==> src/logic/ssat_pkg.sv <==
// Package with constants and types for the single-slope converter timing and capture block.
// ****************************************
// How it works
// ****************************************
package ssat_pkg;

  localparam logic [3:0] ADDR_MODE = 4'h0;
  localparam logic [3:0] ADDR_WIDTH = 4'h1;
  localparam logic [3:0] ADDR_TRIM = 4'h2;
  localparam logic [3:0] ADDR_RES1 = 4'h3;
  localparam logic [3:0] ADDR_RES2 = 4'h4;
  localparam logic [3:0] ADDR_RES3 = 4'h5;
  localparam logic [3:0] ADDR_RESAUX = 4'h6;
  localparam logic [3:0] ADDR_STATUS = 4'h7;

  localparam int MODE_SEL_LSB = 0;
  localparam int MODE_RATE_BIT = 7;
  localparam logic [15:0] MODE_RESET = 16'h0000;
  localparam logic [2:0] TRIM_RESET = 3'h0;
  localparam logic [7:0] WIDTH_RESET = 8'h01;
  localparam logic [11:0] COUNT_MAX = 12'hFFF;
  localparam logic [11:0] RESULT_NONE = 12'h000;

  typedef enum logic [1:0] {SSAT_SEL_AUX0, SSAT_SEL_AUX1, SSAT_SEL_AUX2, SSAT_SEL_CAL} ssat_sel_t;

  typedef struct packed {
    logic [3:0] addr;
    logic [15:0] wdata;
    logic wr;
    logic rd;
  } ssat_bus_t;

endpackage

==> src/logic/ssat_sync2.sv <==
// Two-flop synchroniser for a group of asynchronous level inputs.
`timescale 1ns/1ps
module ssat_sync2 #(
  parameter int W = 4
) (
  input wire logic mclk,
  input wire logic reset,
  input wire logic [W-1:0] asyncIn,
  output logic [W-1:0] syncOut
);
  logic [W-1:0] meta_r;
  always_ff @(posedge mclk) begin
    if (reset) begin
      meta_r <= '0;
      syncOut <= '0;
    end else begin
      meta_r <= asyncIn;
      syncOut <= meta_r;
    end
  end
endmodule

==> src/logic/ssat_pulse_gen.sv <==
// Sync pulse stretcher: holds the ramp discharge for a programmed number of cycles.
`timescale 1ns/1ps
module ssat_pulse_gen
  import ssat_pkg::*;
(
  input wire logic mclk,
  input wire logic reset,
  input wire logic trigger,
  input wire logic [7:0] widthCycles,
  output logic pulseActive,
  output logic pulseEnd
);
  logic [7:0] cnt_r;
  logic [7:0] cnt_nxt;
  wire loadNow = trigger;
  wire lastCycle = (cnt_r == 8'h01);
  // A width of zero still gives one cycle so the ramp always sees a discharge.
  wire [7:0] loadVal = (widthCycles == 8'h00) ? 8'h01 : widthCycles;
  assign cnt_nxt = loadNow ? loadVal : (cnt_r != 8'h00 ? cnt_r - 8'h01 : 8'h00);
  assign pulseActive = (cnt_r != 8'h00);
  assign pulseEnd = lastCycle && !loadNow;
  always_ff @(posedge mclk) begin
    if (reset) begin
      cnt_r <= 8'h00;
    end else begin
      cnt_r <= cnt_nxt;
    end
  end
endmodule

==> src/logic/ssat_timer_core.sv <==
// Top of the single-slope converter timer: registers, shared timer and four capture channels.
`timescale 1ns/1ps
module ssat_timer_core
  import ssat_pkg::*;
(
  input wire logic mclk,
  input wire logic reset,
  input wire logic [3:0] regAddr,
  input wire logic [15:0] regWdata,
  input wire logic regWr,
  input wire logic regRd,
  output logic [15:0] regRdata,
  input wire logic pwmSyncReq,
  input wire logic [2:0] mainCmpAsync,
  input wire logic [3:0] auxCmpAsync,
  output logic [1:0] auxSelect,
  output logic rampDischarge,
  output logic [2:0] rampCurrentTrim
);

  // ****************************************
  // Register file
  // ****************************************
  ssat_bus_t bus;
  assign bus = '{addr: regAddr, wdata: regWdata, wr: regWr, rd: regRd};

  logic [15:0] mode_r;
  logic [7:0] width_r;
  logic [2:0] trim_r;
  logic [11:0] res_r [4];
  logic [3:0] tripped_r;
  logic [3:0] timeout_r;

  wire wrMode = bus.wr && (bus.addr == ADDR_MODE);
  wire wrWidth = bus.wr && (bus.addr == ADDR_WIDTH);
  wire wrTrim = bus.wr && (bus.addr == ADDR_TRIM);

  always_ff @(posedge mclk) begin
    if (reset) begin
      mode_r <= MODE_RESET;
      width_r <= WIDTH_RESET;
      trim_r <= TRIM_RESET;
    end else begin
      if (wrMode) begin
        mode_r <= bus.wdata;
      end
      if (wrWidth) begin
        width_r <= bus.wdata[7:0];
      end
      if (wrTrim) begin
        trim_r <= bus.wdata[2:0];
      end
    end
  end

  assign rampCurrentTrim = trim_r;
  assign auxSelect = mode_r[MODE_SEL_LSB+1:MODE_SEL_LSB];
  wire fastRate = mode_r[MODE_RATE_BIT];

  // Result registers have no write path, so software cannot disturb a capture.
  logic [15:0] rdMux;
  always_comb begin
    case (bus.addr)
      ADDR_MODE: rdMux = mode_r;
      ADDR_WIDTH: rdMux = {8'h00, width_r};
      ADDR_TRIM: rdMux = {13'h0000, trim_r};
      ADDR_RES1: rdMux = {4'h0, res_r[0]};
      ADDR_RES2: rdMux = {4'h0, res_r[1]};
      ADDR_RES3: rdMux = {4'h0, res_r[2]};
      ADDR_RESAUX: rdMux = {4'h0, res_r[3]};
      ADDR_STATUS: rdMux = {8'h00, timeout_r, tripped_r};
      default: rdMux = 16'h0000;
    endcase
  end

  always_ff @(posedge mclk) begin
    if (reset) begin
      regRdata <= 16'h0000;
    end else begin
      regRdata <= bus.rd ? rdMux : 16'h0000;
    end
  end

  // ****************************************
  // Comparator synchronisers
  // ****************************************
  // All seven comparators pass the same two flops so their relative timing is kept.
  // The selector acts only on settled levels, so a select change cannot feed a runt
  // into a flop; the price is six extra flops for the unselected aux comparators.
  logic [6:0] cmpSyncAll;
  logic [3:0] cmpSync;
  ssat_sync2 #(.W(7)) u_sync (
    .mclk(mclk),
    .reset(reset),
    .asyncIn({auxCmpAsync, mainCmpAsync}),
    .syncOut(cmpSyncAll)
  );
  wire [3:0] auxSync = cmpSyncAll[6:3];
  assign cmpSync = {auxSync[auxSelect], cmpSyncAll[2:0]};

  // ****************************************
  // Sync pulse and conversion window
  // ****************************************
  logic pulseActive;
  logic pulseEnd;
  ssat_pulse_gen u_pulse (
    .mclk(mclk),
    .reset(reset),
    .trigger(pwmSyncReq),
    .widthCycles(width_r),
    .pulseActive(pulseActive),
    .pulseEnd(pulseEnd)
  );
  assign rampDischarge = pulseActive;

  // The window simply runs from one sync pulse to the next, so double update mode,
  // which sends syncs every half period, halves the window without a mode bit here.
  typedef enum logic [1:0] {SSAT_IDLE, SSAT_DISCHARGE, SSAT_CONVERT} ssat_state_t;
  ssat_state_t state_r;
  ssat_state_t state_nxt;

  always_comb begin
    case (state_r)
      SSAT_IDLE: state_nxt = pwmSyncReq ? SSAT_DISCHARGE : SSAT_IDLE;
      SSAT_DISCHARGE: state_nxt = pulseEnd ? SSAT_CONVERT : SSAT_DISCHARGE;
      SSAT_CONVERT: state_nxt = pwmSyncReq ? SSAT_DISCHARGE : SSAT_CONVERT;
      default: state_nxt = SSAT_IDLE;
    endcase
  end

  always_ff @(posedge mclk) begin
    if (reset) begin
      state_r <= SSAT_IDLE;
    end else begin
      state_r <= state_nxt;
    end
  end

  wire converting = (state_r == SSAT_CONVERT);
  wire windowClose = converting && pwmSyncReq;

  // ****************************************
  // Shared timer
  // ****************************************
  // Slow rate ticks every other mclk, fast rate every mclk.
  logic half_r;
  logic [11:0] timer_r;
  logic [11:0] timer_nxt;
  wire tick = fastRate || half_r;
  wire atMax = (timer_r == COUNT_MAX);

  always_comb begin
    if (!converting) begin
      timer_nxt = 12'h000;
    end else if (tick && !atMax) begin
      timer_nxt = timer_r + 12'h001;
    end else begin
      timer_nxt = timer_r;
    end
  end

  always_ff @(posedge mclk) begin
    if (reset) begin
      half_r <= 1'b0;
      timer_r <= 12'h000;
    end else begin
      half_r <= converting ? ~half_r : 1'b0;
      timer_r <= timer_nxt;
    end
  end

  // ****************************************
  // Capture channels
  // ****************************************
  logic [3:0] cmpPrev_r;
  wire [3:0] tripEdge = cmpSync & ~cmpPrev_r;

  always_ff @(posedge mclk) begin
    if (reset) begin
      cmpPrev_r <= 4'h0;
      tripped_r <= 4'h0;
      timeout_r <= 4'h0;
      for (int i = 0; i < 4; i++) begin
        res_r[i] <= RESULT_NONE;
      end
    end else begin
      cmpPrev_r <= cmpSync;
      for (int i = 0; i < 4; i++) begin
        if (windowClose) begin
          if (!tripped_r[i]) begin
            res_r[i] <= RESULT_NONE;
          end
          timeout_r[i] <= !tripped_r[i];
          tripped_r[i] <= 1'b0;
        end else if (converting && tripEdge[i] && !tripped_r[i]) begin
          res_r[i] <= timer_r;
          tripped_r[i] <= 1'b1;
        end
      end
    end
  end

  // ****************************************
  // Checks
  // ****************************************
  a_trim_reset: assert property (@(posedge mclk) $fell(reset) |-> rampCurrentTrim == TRIM_RESET)
    else $error("trim not zero after reset");
  a_timer_clear: assert property (@(posedge mclk) disable iff (reset)
    rampDischarge |-> ##1 timer_r == 12'h000) else $error("timer not cleared");
  a_timer_sat: assert property (@(posedge mclk) disable iff (reset)
    atMax && converting && !pwmSyncReq |=> atMax) else $error("timer passed 4095");
  a_slow_rate: assert property (@(posedge mclk) disable iff (reset)
    converting && !fastRate && !atMax && !pwmSyncReq ##1 converting && !fastRate && !pwmSyncReq
    |=> timer_r == $past(timer_r, 2) + 12'h001) else $error("slow rate wrong");
  a_fast_rate: assert property (@(posedge mclk) disable iff (reset)
    converting && fastRate && !atMax && !pwmSyncReq |=> timer_r == $past(timer_r) + 12'h001)
    else $error("fast rate wrong");
  a_capture_value: assert property (@(posedge mclk) disable iff (reset)
    converting && !pwmSyncReq && tripEdge[0] && !tripped_r[0] |=> res_r[0] == $past(timer_r))
    else $error("capture wrong");
  a_no_trip_zero: assert property (@(posedge mclk) disable iff (reset)
    windowClose && !tripped_r[3] |=> res_r[3] == RESULT_NONE) else $error("no zero");
  a_result_hold: assert property (@(posedge mclk) disable iff (reset)
    !converting |=> res_r[1] == $past(res_r[1])) else $error("result moved");
  a_discharge_width: assert property (@(posedge mclk) disable iff (reset)
    pwmSyncReq && width_r == 8'h03 && !wrWidth ##1 !pwmSyncReq [*4]
    |-> $past(rampDischarge, 1) && !rampDischarge) else $error("width wrong");
  a_sel_follow: assert property (@(posedge mclk) disable iff (reset)
    wrMode |=> auxSelect == $past(bus.wdata[1:0])) else $error("select wrong");

  // ****************************************
  // Register and capture checks
  // ****************************************
  a_width_store: assert property (@(posedge mclk) disable iff (reset)
    wrWidth |=> width_r == $past(bus.wdata[7:0]))
    else $error("width not stored");
  a_trim_store: assert property (@(posedge mclk) disable iff (reset)
    wrTrim |=> rampCurrentTrim == $past(bus.wdata[2:0]))
    else $error("trim not stored");
  a_trim_keep: assert property (@(posedge mclk) disable iff (reset)
    !wrTrim |=> $stable(rampCurrentTrim))
    else $error("trim moved");
  a_mode_store: assert property (@(posedge mclk) disable iff (reset)
    wrMode |=> mode_r == $past(bus.wdata))
    else $error("mode not stored");
  a_select_keep: assert property (@(posedge mclk) disable iff (reset)
    !wrMode |=> $stable(auxSelect))
    else $error("select moved");
  a_rdata_idle: assert property (@(posedge mclk) disable iff (reset)
    !bus.rd |=> regRdata == 16'h0000)
    else $error("read data not idle");
  a_rdata_mode: assert property (@(posedge mclk) disable iff (reset)
    bus.rd && bus.addr == ADDR_MODE |=> regRdata == $past(mode_r))
    else $error("mode read wrong");
  a_rdata_width: assert property (@(posedge mclk) disable iff (reset)
    bus.rd && bus.addr == ADDR_WIDTH |=> regRdata == {8'h00, $past(width_r)})
    else $error("width read wrong");
  a_rdata_trim: assert property (@(posedge mclk) disable iff (reset)
    bus.rd && bus.addr == ADDR_TRIM |=> regRdata == {13'h0000, $past(trim_r)})
    else $error("trim read wrong");
  a_rdata_res1: assert property (@(posedge mclk) disable iff (reset)
    bus.rd && bus.addr == ADDR_RES1 |=> regRdata == {4'h0, $past(res_r[0])})
    else $error("result one read wrong");
  a_rdata_res2: assert property (@(posedge mclk) disable iff (reset)
    bus.rd && bus.addr == ADDR_RES2 |=> regRdata == {4'h0, $past(res_r[1])})
    else $error("result two read wrong");
  a_rdata_res3: assert property (@(posedge mclk) disable iff (reset)
    bus.rd && bus.addr == ADDR_RES3 |=> regRdata == {4'h0, $past(res_r[2])})
    else $error("result three read wrong");
  a_rdata_aux: assert property (@(posedge mclk) disable iff (reset)
    bus.rd && bus.addr == ADDR_RESAUX |=> regRdata == {4'h0, $past(res_r[3])})
    else $error("aux result read wrong");
  a_rdata_status: assert property (@(posedge mclk) disable iff (reset)
    bus.rd && bus.addr == ADDR_STATUS |=> regRdata == {8'h00, $past(timeout_r), $past(tripped_r)})
    else $error("status read wrong");
  a_res_no_write: assert property (@(posedge mclk) disable iff (reset)
    converting && tripped_r[0] && !pwmSyncReq && bus.wr && bus.addr == ADDR_RES1
    |=> res_r[0] == $past(res_r[0])) else $error("result written");
  a_timer_idle: assert property (@(posedge mclk) disable iff (reset)
    !converting |=> timer_r == 12'h000)
    else $error("timer ran outside window");
  a_timer_start: assert property (@(posedge mclk) disable iff (reset)
    $rose(converting) |-> timer_r == 12'h000)
    else $error("timer not zero at start");
  a_discharge_state: assert property (@(posedge mclk) disable iff (reset)
    rampDischarge |-> state_r == SSAT_DISCHARGE)
    else $error("discharge outside its state");
  a_sync_starts: assert property (@(posedge mclk) disable iff (reset)
    pwmSyncReq |=> rampDischarge)
    else $error("sync gave no discharge");
  a_window_close: assert property (@(posedge mclk) disable iff (reset)
    windowClose |=> state_r == SSAT_DISCHARGE)
    else $error("window did not close");
  a_half_clear: assert property (@(posedge mclk) disable iff (reset)
    !converting |=> !half_r)
    else $error("rate phase not cleared");
  a_trip_once: assert property (@(posedge mclk) disable iff (reset)
    converting && tripped_r[0] && !pwmSyncReq |=> res_r[0] == $past(res_r[0]))
    else $error("second capture taken");
  a_capture_ch2: assert property (@(posedge mclk) disable iff (reset)
    converting && !pwmSyncReq && tripEdge[1] && !tripped_r[1] |=> res_r[1] == $past(timer_r))
    else $error("capture two wrong");
  a_capture_ch3: assert property (@(posedge mclk) disable iff (reset)
    converting && !pwmSyncReq && tripEdge[2] && !tripped_r[2] |=> res_r[2] == $past(timer_r))
    else $error("capture three wrong");
  a_capture_aux: assert property (@(posedge mclk) disable iff (reset)
    converting && !pwmSyncReq && tripEdge[3] && !tripped_r[3] |=> res_r[3] == $past(timer_r))
    else $error("aux capture wrong");
  a_timeout_flag: assert property (@(posedge mclk) disable iff (reset)
    windowClose |=> timeout_r == ~$past(tripped_r))
    else $error("timeout flags wrong");
  a_tripped_clear: assert property (@(posedge mclk) disable iff (reset)
    windowClose |=> tripped_r == 4'h0)
    else $error("trip flags kept");
  a_no_trip_ch1: assert property (@(posedge mclk) disable iff (reset)
    windowClose && !tripped_r[0] |=> res_r[0] == RESULT_NONE)
    else $error("no zero on one");
  a_no_trip_ch2: assert property (@(posedge mclk) disable iff (reset)
    windowClose && !tripped_r[1] |=> res_r[1] == RESULT_NONE)
    else $error("no zero on two");
  a_no_trip_ch3: assert property (@(posedge mclk) disable iff (reset)
    windowClose && !tripped_r[2] |=> res_r[2] == RESULT_NONE)
    else $error("no zero on three");
  a_tripped_idle: assert property (@(posedge mclk) disable iff (reset)
    !converting |=> tripped_r == $past(tripped_r))
    else $error("trip outside window");
  a_hold_ch1: assert property (@(posedge mclk) disable iff (reset)
    !converting |=> res_r[0] == $past(res_r[0]))
    else $error("result one moved");
  a_hold_ch3: assert property (@(posedge mclk) disable iff (reset)
    !converting |=> res_r[2] == $past(res_r[2]))
    else $error("result three moved");
  a_hold_aux: assert property (@(posedge mclk) disable iff (reset)
    !converting |=> res_r[3] == $past(res_r[3]))
    else $error("aux result moved");

  c_capture: cover property (@(posedge mclk) converting && tripEdge[0]);
  c_timeout: cover property (@(posedge mclk) windowClose && !tripped_r[3]);
  c_saturate: cover property (@(posedge mclk) converting && atMax);
  c_cal_sel: cover property (@(posedge mclk) auxSelect == 2'h3 && tripEdge[3]);
  c_slow_tick: cover property (@(posedge mclk) converting && !fastRate && tick);

endmodule

==> config.mk <==
export PLATFORM = sky130hd
export DESIGN_NAME = ssat_timer_core
export DESIGN_NICKNAME = d
export VERILOG_FILES = /design/src/logic/ssat_pkg.sv /design/src/logic/ssat_sync2.sv /design/src/logic/ssat_pulse_gen.sv /design/src/logic/ssat_timer_core.sv
export SDC_FILE = /design/constraint.sdc
export NUM_CORES = 1
export LEC_CHECK = 0
export BUFFER_PORTS_ARGS = -buffer_cell sky130_fd_sc_hd__buf_4
export CORE_UTILIZATION = 40
export CTS_CLUSTER_SIZE = 10
export DETAILED_ROUTE_END_ITERATION = 7
export PLACE_DENSITY = 0.58
export SYNTH_ARGS = -nofsm -noshare
export SYNTH_HDL_FRONTEND = slang
export SYNTH_SLANG_ARGS = --single-unit
==> constraint.sdc <==
create_clock -name mclk -period 2.6 [get_ports mclk]
set_input_delay 0.65 -clock mclk [delete_from_list [all_inputs] [get_ports mclk]]
set_output_delay 0.65 -clock mclk [all_outputs]
set_load 0.005 [all_outputs]
Word-level counts from Yosys, hierarchy flattened
Memory sizes are Yosys's and may differ from the RTL's.
Cells that the tools add are included.

word-level totals
  word-level logic and storage cells = 124
  input port bits = 32
  memories = 1
  output and inout port bits = 22
  bits in registers = 92
  memory bits (writable) = 48

memory list
  memory  words  width  read ports  clocked after Yosys merged registers in  wr ports  RTL line               text
  res_r   4      12     4           0                                        4         ssat_timer_core.sv:30  logic [11:0] res_r [4];

cells by class
  order comparisons = 1
  reductions and logical operators = 28
  multiplexer cells = 52
  add/sub/neg operators = 2
  bitwise gates (word level) = 13
  eq/ne operators = 11

operators by type and width
  kind                     count
  $pmux W16 S8             1
  $mux W12                 8
  $mux W1                  36
  $mux W8                  3
  $eq A4 B3 Y1 const B     4
  $logic_and A1 B1 Y1      14
  $add A12 B1 Y12 const B  1
  $eq A12 B12 Y1 const B   1
  $eq A4 B2 Y1 const B     2
  $eq A8 B1 Y1 const B     1
  $logic_not A8 Y1         1
  $or A1 B1 Y1             8
  $reduce_bool A8 Y1       1
  $sub A8 B1 Y8 const B    1
  $logic_not A1 Y1         6
  $pmux W2 S3              1
  $reduce_or A2 Y1         3
  $and A4 B4 Y4            1
  $eq A4 B1 Y1 const B     1
  $logic_not A4 Y1         1
  $mux W2                  2
  $not A4 Y4               1
  $lt A2 B3 Y1 const B     1
  $not A1 Y1               3
  5 further kinds          5

Depth between registers and ports, before layout
Gate-level depths: netlist (run 1).

  depth in word-level cells = 10
  gate-level depth with buffers = 7
  depth with buffers taken out = 6

Hierarchy
A second synthesis (run 1) with hierarchy kept.

unflattened totals
  cell total of the unflattened synthesis = 545
  area total of the unflattened synthesis = 5883.1 um^2

modules (own cells, without submodules)
  module           sequential area each (um^2)  cells each  area an instance (um^2)  instances
  ssat_timer_core  2842.7                       458         4971.0                   1
  ssat_pulse_gen   160.2                        58          504.2                    1
  ssat_sync2       280.3                        29          407.9                    1

Least setup slack after synthesis (run 1)
No wires, ideal clock.

  kind = input to register
  start point = in reset
  end point = mem res_r[1][0], enable pin
  data required time = 2.250 ns
  buffers on the path = 0
  library setup time = 0.350 ns
  arrival = 1.935 ns
  stages = 4
  path slack = 0.315 ns
  path through = nor3b_2 -> nand2b_1 -> nor4b_1 -> or3_1

RTL lines
  what             RTL line               text
  start, declared  ssat_timer_core.sv:7   input wire logic reset,
  end, declared    ssat_timer_core.sv:30

Final worst setup path (run 1)
  start point = reg u_pulse.cnt_r[2]
  end point = out rampDischarge

on the way
  word-level cells in the longest chain between the ends = 1

ends and longest elaborated chain
  what                    RTL line               text
  start, declared         ssat_pulse_gen.sv:13   logic [7:0] cnt_r;
  start signal, assigned  ssat_pulse_gen.sv:26   cnt_r <= cnt_nxt;
  $reduce_bool A8 Y1      ssat_pulse_gen.sv:20   assign pulseActive = (cnt_r != 8'h00);
  end, declared           ssat_timer_core.sv:17  output logic rampDischarge,

Every way passes these cells.

==> results.cfg, run 1 <==
[outcome]
outcome = complete, no violations

[die]
dieHeight_um = 123
start_util_pct = 41.4
die_x_um = 123
die-area_sq_um = 15000
io_pins = 54
rows = 43
core_area_sq_um = 14000

[detailed_routing]
vias = 4283
postRouteAntennaNets = 0
drc = 0
wire_per_inst_um = 16.2
dr.pass1.iters = 5
avgViaCountPerCell = 5.33
wirelength_mm = 13.1
drt_iter0_drc = 309

[clocking]
clock_path_buffers = 2
clock_sinks = 140
cts_tree = built
clkTransAtPathRegs_ps = 60
holdBufCountCts = 0
ctsResizeCount = 0
cts_made_buffers = 17
cts_max_level = 4
post-cts-setup-buffers = 0
cts-root-buf = clkbuf_16
clk_latency_ps = 420

[run]
max-cap-violations = 0

[pwr]
cellInternalPower_uw = 4020
pwr-share-seq_pct = 46.1
swShare_pct = 22.0
ir_worst_vdd_mv = 0.528
power_frac_comb_pct = 6.3
leakagePower_uw = 0.00268
p_sw_uw = 1130
cellPowerDensity_nw_per_um2 = 734
total_power_uw = 5150
p_clk_share_pct = 47.6

[synth]
yosysMostFrequentCell = dfxtp_1
synthArstFlopShare_pct = 0
ys_ff_latch = 140
netlist_instances = 558
ys.flop_type = dfxtp_1
ys.warnings.count = 0
synth_edf_count = 48
syn_area_per_cell_sq_um = 10.4
synthTopCellsByArea = dfxtp_1 32%, edfxtp_1 25%, and2_1 5.5%
synth_common_cells = 92 x dfxtp_1, 60 x nand2_1, 51 x and2_1, 48 x edfxtp_1, 39 x a21oi_1
synth_area_sq_um = 5820
synth_top_cell_area_share_pct = 31.7
ys_seq_area_share_pct = 56.4
synth.largest_area_cell = dfxtp_1
synth_nets = 594
ys_types = 57

[setup_path]
cp.arrival_ps = 1720
cp.required_ps = 1950
critPathCaptureType = output port
path_class = flop to output port
crit_fanout = 7
startpoint_type = flop

[timing]
finalHoldViolCount = 0
skew_ps = 8.53
timing.fmax_mhz = 422
relSlewSlack_pct = 64.4
worst_slack_ps = 231
tightest_slew_ps = 533
rsz0062_at_grt = no
fin_tns_setup_ps = 0
final_max_slew_viol_count = 0
finalSetupViolCount = 0
finalCritPeriodShare_pct = 91.1
min_period_ps = 2370

[grt]
grt_pass1_vias = 4168
antenna_found_initial = 0
track_usage_pct = 18.7
grt_pass1_wl_mm = 21.1
grt_max_degree = 43
grt_overflow = 0

[place]
pre_cts_ws_ps = 184
post-dp-hpwl_mm = 9.54
gp_congestion = 0.773
port_buffers = 53

[finish]
drive_gt1_share_pct = 19.9
nets = 647
syn2layout_area_growth_pct = 20.7
diodes = 0

[worst_hold_path]
hp-class = flop to flop
==> worst max-delay path, cell delays in order, from the launching register on <==
cell and delay, ps:
dfxtp_1 350, nor4_1 300, buf_4 180, and3_1 280
inv_1 60, buf_4 130
==> layout make-up <==
class,count,area [sq um]
Fill cell,1293,7020
Multi-Input combinational cell,373,2340
Sequential cell,140,3280
Timing Repair Buffer,72,541
Clock inverter,14,168
Inverter,7,26.3
Clock buffer,18,439
Tap cell,180,225
==> final timing paths <==
path / from / endpoint / slack (ps) / depth (start not counted)
worst max-delay path: u_pulse.cnt_r[2] / rampDischarge / 230 / 5
worst min-delay path: half_r / half_r / 430 / 1
worst max register to register: timer_r[0] / timer_r[10] / 520 / 5
worst min register to register: half_r / half_r / 430 / 1
==> cell usage in the layout, fill, tap and decap left out, types with 5 or more instances in the layout <==
master     instances
or3_1             13
clkbuf_16         17
mux2_2             6
mux2i_1           15
a222oi_1           8
nor2b_1           25
o31ai_1            6
a21oi_1           39
a211oi_1           7
a31oi_1            7
inv_1              7
nand2_1           60
or4_1              8
nor2_1            29
nor3_1             6
a22oi_1           10
o21ai_0            9
nor4_1             5
and2_1            51
edfxtp_1          48
dfxtp_1           92
nand3_1            7
buf_4             72
==> cell families (layout without fill, tap and decap cells) <==
logic type               count (synthesis)  after routing  share of synthesized area (%)
adder cells (fa/ha/maj)                  4              4                          0.860
AND/OR/NAND/NOR                        240            240                           23.0
multiplexers                            22             22                           4.13
buffers and inverters                   45            111                           3.38
XOR/XNOR                                 5              5                          0.753
AO/OA/AOI/OAI                          102            102                           11.4
flip-flops                             140            140                           56.4
==> layer usage <==
metal	global-route usage [%]	vias up	wire (um)
li1	-	2118	-
met1	23.9	2048	6100
met5	0	-	0
met3	5.11	16	624
met2	29.9	101	6130
met4	7.32	0	204
==> state kept, by name, summed over array words and instances, names as in the netlist, 4 cells and up <==
name and cells:
cmpPrev_r 4, mode_r 16, regRdata 16, res_r 48, timeout_r 4, timer_r 12, tripped_r 4, u_pulse.cnt_r 8
u_sync.meta_r 7, u_sync.syncOut 7, width_r 8
==> through the flow <==
stage / cell area [sq um] / util, % / hold WS (ps) / instances
after detailed placement: 6410 / 45.7 / 423 / 772
after CTS: 7020 / 50.0 / 421 / 804
final: 7020 / 50.0 / 435 / 804
after global routing: 7020 / 50.0 / 434 / 804
after global placement: 6410 / 45.7 / 416 / 772
after floorplan: 5820 / - / 405 / 558
==> power by group through the flow <==
stage               registers [uW]  clock network (uW)  logic (uW)
CTS                           2380                2500         325
floorplan                     2410                   0         209
detailed placement            2420                   0         324
global route                  2380                2590         361
finish                        2380                2450         322
global placement              2420                   0         316
(Power assumes the default switching activity.)
==> inputs of run 2 (changes only) <==
Settings changed: CELL_PAD_IN_SITES_DETAIL_PLACEMENT from default to 1, CELL_PAD_IN_SITES_GLOBAL_PLACEMENT from default to 2, CORE_UTILIZATION 40 to 38, PLACE_DENSITY 0.58 to 0.79.
==> run 2 against run 1 <==
Against the previous run: critical path depth unchanged; first-iteration DRC count shrank 27%; routed wire length is 13% higher; die area increased by 5.2%; clock skew is 0.53 ps lower; final cell count up 0.50%; global-route usage increased by 1.3 points; largest cell class unchanged.
==> results.cfg, run 2 (synthesis results as in run 1) <==
[die]
dieHeight_um = 126
rows = 44
die-area_sq_um = 15800
start_util_pct = 39.4
core_area_sq_um = 14800
io_pins = 54
die_x_um = 126

[setup_path]
regToRegEndpoint = timer_r[10]
critPathCaptureType = output port
path_class = flop to output port
r2r-start = timer_r[0]
startpoint_type = flop
cpMaxStageDelayCell = dfxtp_1
cpMostUsedCell = buf_4
crit_fanout = 7
max_stage_delay_ps = 350
cp.arrival_ps = 1730
r2r_cells = 5
cp.required_ps = 1950
r2r_setup_slack_ps = 500
path_cells = nor4_1, buf_4, and3_1, inv_1, buf_4

[timing]
worst_slack_ps = 219
fin_tns_setup_ps = 0
skew_ps = 8.00
timing.fmax_mhz = 420
relSlewSlack_pct = 61.9
min_period_ps = 2380
final_max_slew_viol_count = 0
rsz0062_at_grt = no
finalCritPeriodShare_pct = 91.6
hold_ws_ps = 433
tightest_slew_ps = 570
finalSetupViolCount = 0
finalHoldViolCount = 0

[detailed_routing]
postRouteAntennaNets = 0
wire_per_inst_um = 18.3
drc = 0
drt_iter0_drc = 226
wirelength_mm = 14.8
avgViaCountPerCell = 5.38
dr.pass1.iters = 5
vias = 4345

[pwr]
ir_worst_vdd_mv = 0.444
leakagePower_uw = 0.00265
cellPowerDensity_nw_per_um2 = 713
total_power_uw = 4970

[outcome]
outcome = complete, no violations

[finish]
multiInputGateArea_sq_um = 2340
ff_latch_area_sq_um = 3280
nets = 647
top_regs = res_r: 48 flops, mode_r: 16 flops, regRdata: 16 flops
diodes = 0
fillers = 1643
syn2layout_area_growth_pct = 19.8
final_cell_mix = 92 x dfxtp_1, 72 x buf_4, 60 x nand2_1
fin_util_pct = 47.2
top_register = res_r
largest_reg_flops = 48
final_common_cell = dfxtp_1
drive_gt1_share_pct = 19.9

[grt]
grt_pass1_vias = 4557
grt_pass1_wl_mm = 24.1
grt_overflow = 0
track_usage_pct = 20.0
grt_max_degree = 29
antenna_found_initial = 0

[place]
gp_congestion = 0.764
port_buffers = 53
pre_cts_ws_ps = 95.5
post-dp-hpwl_mm = 10.8

[clocking]
clock_sinks = 140
holdBufCountCts = 0
ctsResizeCount = 0
cts_tree = built
cts_made_buffers = 17
clkTransAtPathRegs_ps = 60
clk_latency_ps = 420
cts_max_level = 4
cts-root-buf = clkbuf_16
post-cts-setup-buffers = 0
clock_path_buffers = 2

[worst_hold_path]
holdPathEnd = u_sync.syncOut[3]
hp-start = u_sync.meta_r[3]
whs_path_depth = 1
hp-class = flop to flop

[run]
max-cap-violations = 0
## run 2: cell count changes in the layout (fill, tap and decap cells not counted), sizes merged
cell / previous run / this run
clkinv: 7 / 9
bufinv: 3 / 1
clkbuf: 18 / 17
clkinvlp: 2 / 3
## run 2: per-stage QoR
stage	instance area (sq um)	std cells
floorplan	5820	558
global placement	6420	776
detailed placement	6420	776
CTS	6970	808
global route	6970	808
finish	6970	808
## run 2: report_power, final
group	internal, uW	switching [uW]
Clock	1310	949
Combinational	153	179
Sequential	2330	46.4
Total	3800	1170
## run 2: cell type report
class | count | area share, %
Timing Repair Buffer | 72 | 7.76
Tap cell | 184 | 3.30
Clock buffer | 17 | 6.11
Sequential cell | 140 | 47.1
Clock inverter | 15 | 1.80
Inverter | 7 | 0.377
Multi-Input combinational cell | 373 | 33.5
## run 2: routing by layer
layer / up-vias / track usage, % / share of wire (%)
met2: 83 / 33.2 / 48
met3: 21 / 4.63 / 3.3
met5: - / 0 / 0
met4: 0 / 7.68 / 2.0
met1: 2129 / 25.3 / 47
li1: 2112 / - / -
## run 2: worst max-delay path by stage
stage	depth (start not counted)	endpoint	slack [ps]	start
after detailed placement	5	res_r[0][9]	100	reset
after CTS	5	rampDischarge	210	u_pulse.cnt_r[2]
after global placement	5	res_r[2][10]	280	reset
after floorplan	4	res_r[1][0]	310	reset
final	5	rampDischarge	220	u_pulse.cnt_r[2]
after global routing	5	rampDischarge	90	u_pulse.cnt_r[2]
## run 2: critical path, delay by kind of cell (launching register included)
family | cells | cell delay [ps]
flip-flops | 1 | 350
buffers and inverters | 3 | 370
AND/OR/NAND/NOR | 2 | 580
==> inputs of run 3 (changes only) <==
Settings changed: CORE_UTILIZATION 38 to 39, PLACE_DENSITY 0.79 to 0.8, SYNTH_HIERARCHICAL from default to 1.
==> run 3 against run 2 <==
Against the previous run: the run now ends with DRC left; worst hold slack gained 4.7 ps; clock power is essentially flat; sequential share of layout area shrank 0.67 points; critical path type unchanged; die area shrank 1.4%; global-route usage grew 0.62 points; register-to-register slack gained 80 ps; critical endpoint unchanged.
==> results.cfg, run 3 <==
[outcome]
outcome = finished, violations left
violations = DRC

[synth]
synth_nets = 581
synth_common_cells = 92 x dfxtp_1, 54 x and2_1, 53 x nand2_1, 48 x edfxtp_1, 39 x nor2_1
ys.flop_type = dfxtp_1
ys.warnings.count = 6
syn_area_per_cell_sq_um = 10.8
ys_seq_area_share_pct = 55.8
synth_top_cell_area_share_pct = 31.3
yosysMostFrequentCell = dfxtp_1
synth_area_sq_um = 5880
synth_edf_count = 48
synthArstFlopShare_pct = 0
synthTopCellsByArea = dfxtp_1 31%, edfxtp_1 25%, and2_1 5.7%
ys_ff_latch = 140
synth.largest_area_cell = dfxtp_1
netlist_instances = 545
ys_types = 57

[clocking]
cts_max_level = 4
cts_tree = built
clock_sinks = 140
clk_latency_ps = 420
cts_made_buffers = 17
clkTransAtPathRegs_ps = 60
cts-root-buf = clkbuf_16
ctsResizeCount = 0
clock_path_buffers = 2

[setup_path]
cp.arrival_ps = 1820
critPathCaptureType = output port
cpLargestDelayFamily = simple AND/OR/NAND/NOR gates
max_stage_delay_ps = 600
critPathBufInv = 2
path_class = flop to output port
cp-startpoint = u_pulse/cnt_r[3]
cp.required_ps = 1950
cpMaxStageDelayCell = or4_4
path_cells = or4_4, nor4b_4, inv_1, buf_4
crit_fanout = 4
r2r-start = state_r[1]
startpoint_type = flop

[die]
io_pins = 54
dieHeight_um = 125
start_util_pct = 40.2
die-area_sq_um = 15600
rows = 44
core_area_sq_um = 14600
die_x_um = 125

[grt]
busiest_layer = met2
grt_overflow = 0
met2_usage_pct = 34.7
grt_max_degree = 40
grt_pass1_wl_mm = 24.4
grtUsageMet1_pct = 25.7
track_usage_pct = 20.6
grt_pass1_vias = 4534
antenna_found_initial = 0
grt_use_met3_pct = 5.03

[pwr]
power_frac_comb_pct = 7.3
p_sw_uw = 1150
swShare_pct = 23.0
cellPowerDensity_nw_per_um2 = 704
p_clk_share_pct = 44.9
cellInternalPower_uw = 3830
pwr-share-seq_pct = 47.7
leakagePower_uw = 0.00272
ir_worst_vdd_mv = 0.492

[detailed_routing]
vias = 4240
wire_per_inst_um = 18.6
wirelength_mm = 14.9
drt_iter0_drc = 278
drc = 12
dr.pass1.iters = 8
avgViaCountPerCell = 5.28
postRouteAntennaNets = 0

[timing]
final_max_slew_viol_count = 0
finalSetupViolCount = 0
min_period_ps = 2470
worst_slack_ps = 131
tightest_slew_ps = 600
skew_ps = 7.08
finalCritPeriodShare_pct = 95.0
rsz0062_at_grt = no
fin_tns_setup_ps = 0
timing.fmax_mhz = 405
finalHoldViolCount = 0
relSlewSlack_pct = 59.9

[run]
max-cap-violations = 0

[place]
post-dp-hpwl_mm = 10.8
gp_congestion = 0.824
port_buffers = 53
pre_cts_ws_ps = 217

[worst_hold_path]
hp-start = u_sync/meta_r[1]
hp-class = flop to flop

[finish]
top_register = res_r
final_common_cell = dfxtp_1
syn2layout_area_growth_pct = 20.1
fin_util_pct = 48.3
final_cell_mix = 92 x dfxtp_1, 70 x buf_4, 54 x and2_1
drive_gt1_share_pct = 21.0
diodes = 0
top_regs = res_r: 48 flops, mode_r: 16 flops, regRdata: 16 flops
nets = 642
largest_reg_flops = 48
==> run 3: what timing repair did <==
item,CTS,global route
pin swaps,1,1
hold buffers,0,0
endpoints found under the setup margin,1,1
setup buffers,1,0
==> run 3: kinds of logic (layout without fill, tap and decap cells) <==
| logic type | Yosys count | in the layout | share of synthesized area [%] |
|---|---|---|---|
| and+or+nand+nor | 234 | 234 | 23.4 |
| adders and majority gates | 4 | 4 | 0.851 |
| AOI/OAI and AO/OA | 94 | 94 | 10.9 |
| muxes | 23 | 23 | 4.21 |
| DFF | 140 | 140 | 55.8 |
| buffers and inverters | 41 | 115 | 3.47 |
| xor gates and xnor gates | 9 | 9 | 1.34 |
==> run 3: path summary, 6_finish.rpt <==
check,endpoint,slack [ps],cells past startpoint
min,u_sync/syncOut[1],440,1
max reg2reg,res_r[1][10],580,5
min reg2reg,u_sync/syncOut[1],440,1
max,rampDischarge,130,4
==> run 3: power groups by stage <==
| stage | clock (uW) | combinational [uW] | sequential [uW] |
|---|---|---|---|
| floorplan | 0 | 233 | 2400 |
| global placement | 0 | 347 | 2420 |
| detailed placement | 0 | 357 | 2420 |
| CTS | 2290 | 370 | 2370 |
| global route | 2390 | 399 | 2380 |
| finish | 2240 | 365 | 2370 |
==> run 3: cell type report <==
class / instances / area, sq um
Fill cell: 1619 / 7580
Sequential cell: 140 / 3280
Multi-Input combinational cell: 364 / 2400
Timing Repair Buffer: 72 / 566
Clock buffer: 19 / 443
Tap cell: 184 / 230
Clock inverter: 13 / 103
Inverter: 11 / 41.3
==> run 3: metrics by stage <==
| stage | total power [uW] | hold WS [ps] | instance area (sq um) | std cells |
|---|---|---|---|---|
| after floorplan | 2640 | 408 | 5880 | 545 |
| after global placement | 2760 | 421 | 6520 | 770 |
| after detailed placement | 2780 | 427 | 6520 | 770 |
| after CTS | 5030 | 426 | 7070 | 803 |
| after global routing | 5160 | 423 | 7070 | 803 |
| final | 4970 | 437 | 7070 | 803 |
==> run 3: routing by layer <==
layer	routed length (um)	share of wire, %	up-vias
li1	-	-	2068
met1	6800	46	2094
met2	7430	50	58
met3	501	3.4	20
met4	210	1.4	0
met5	0	0	-
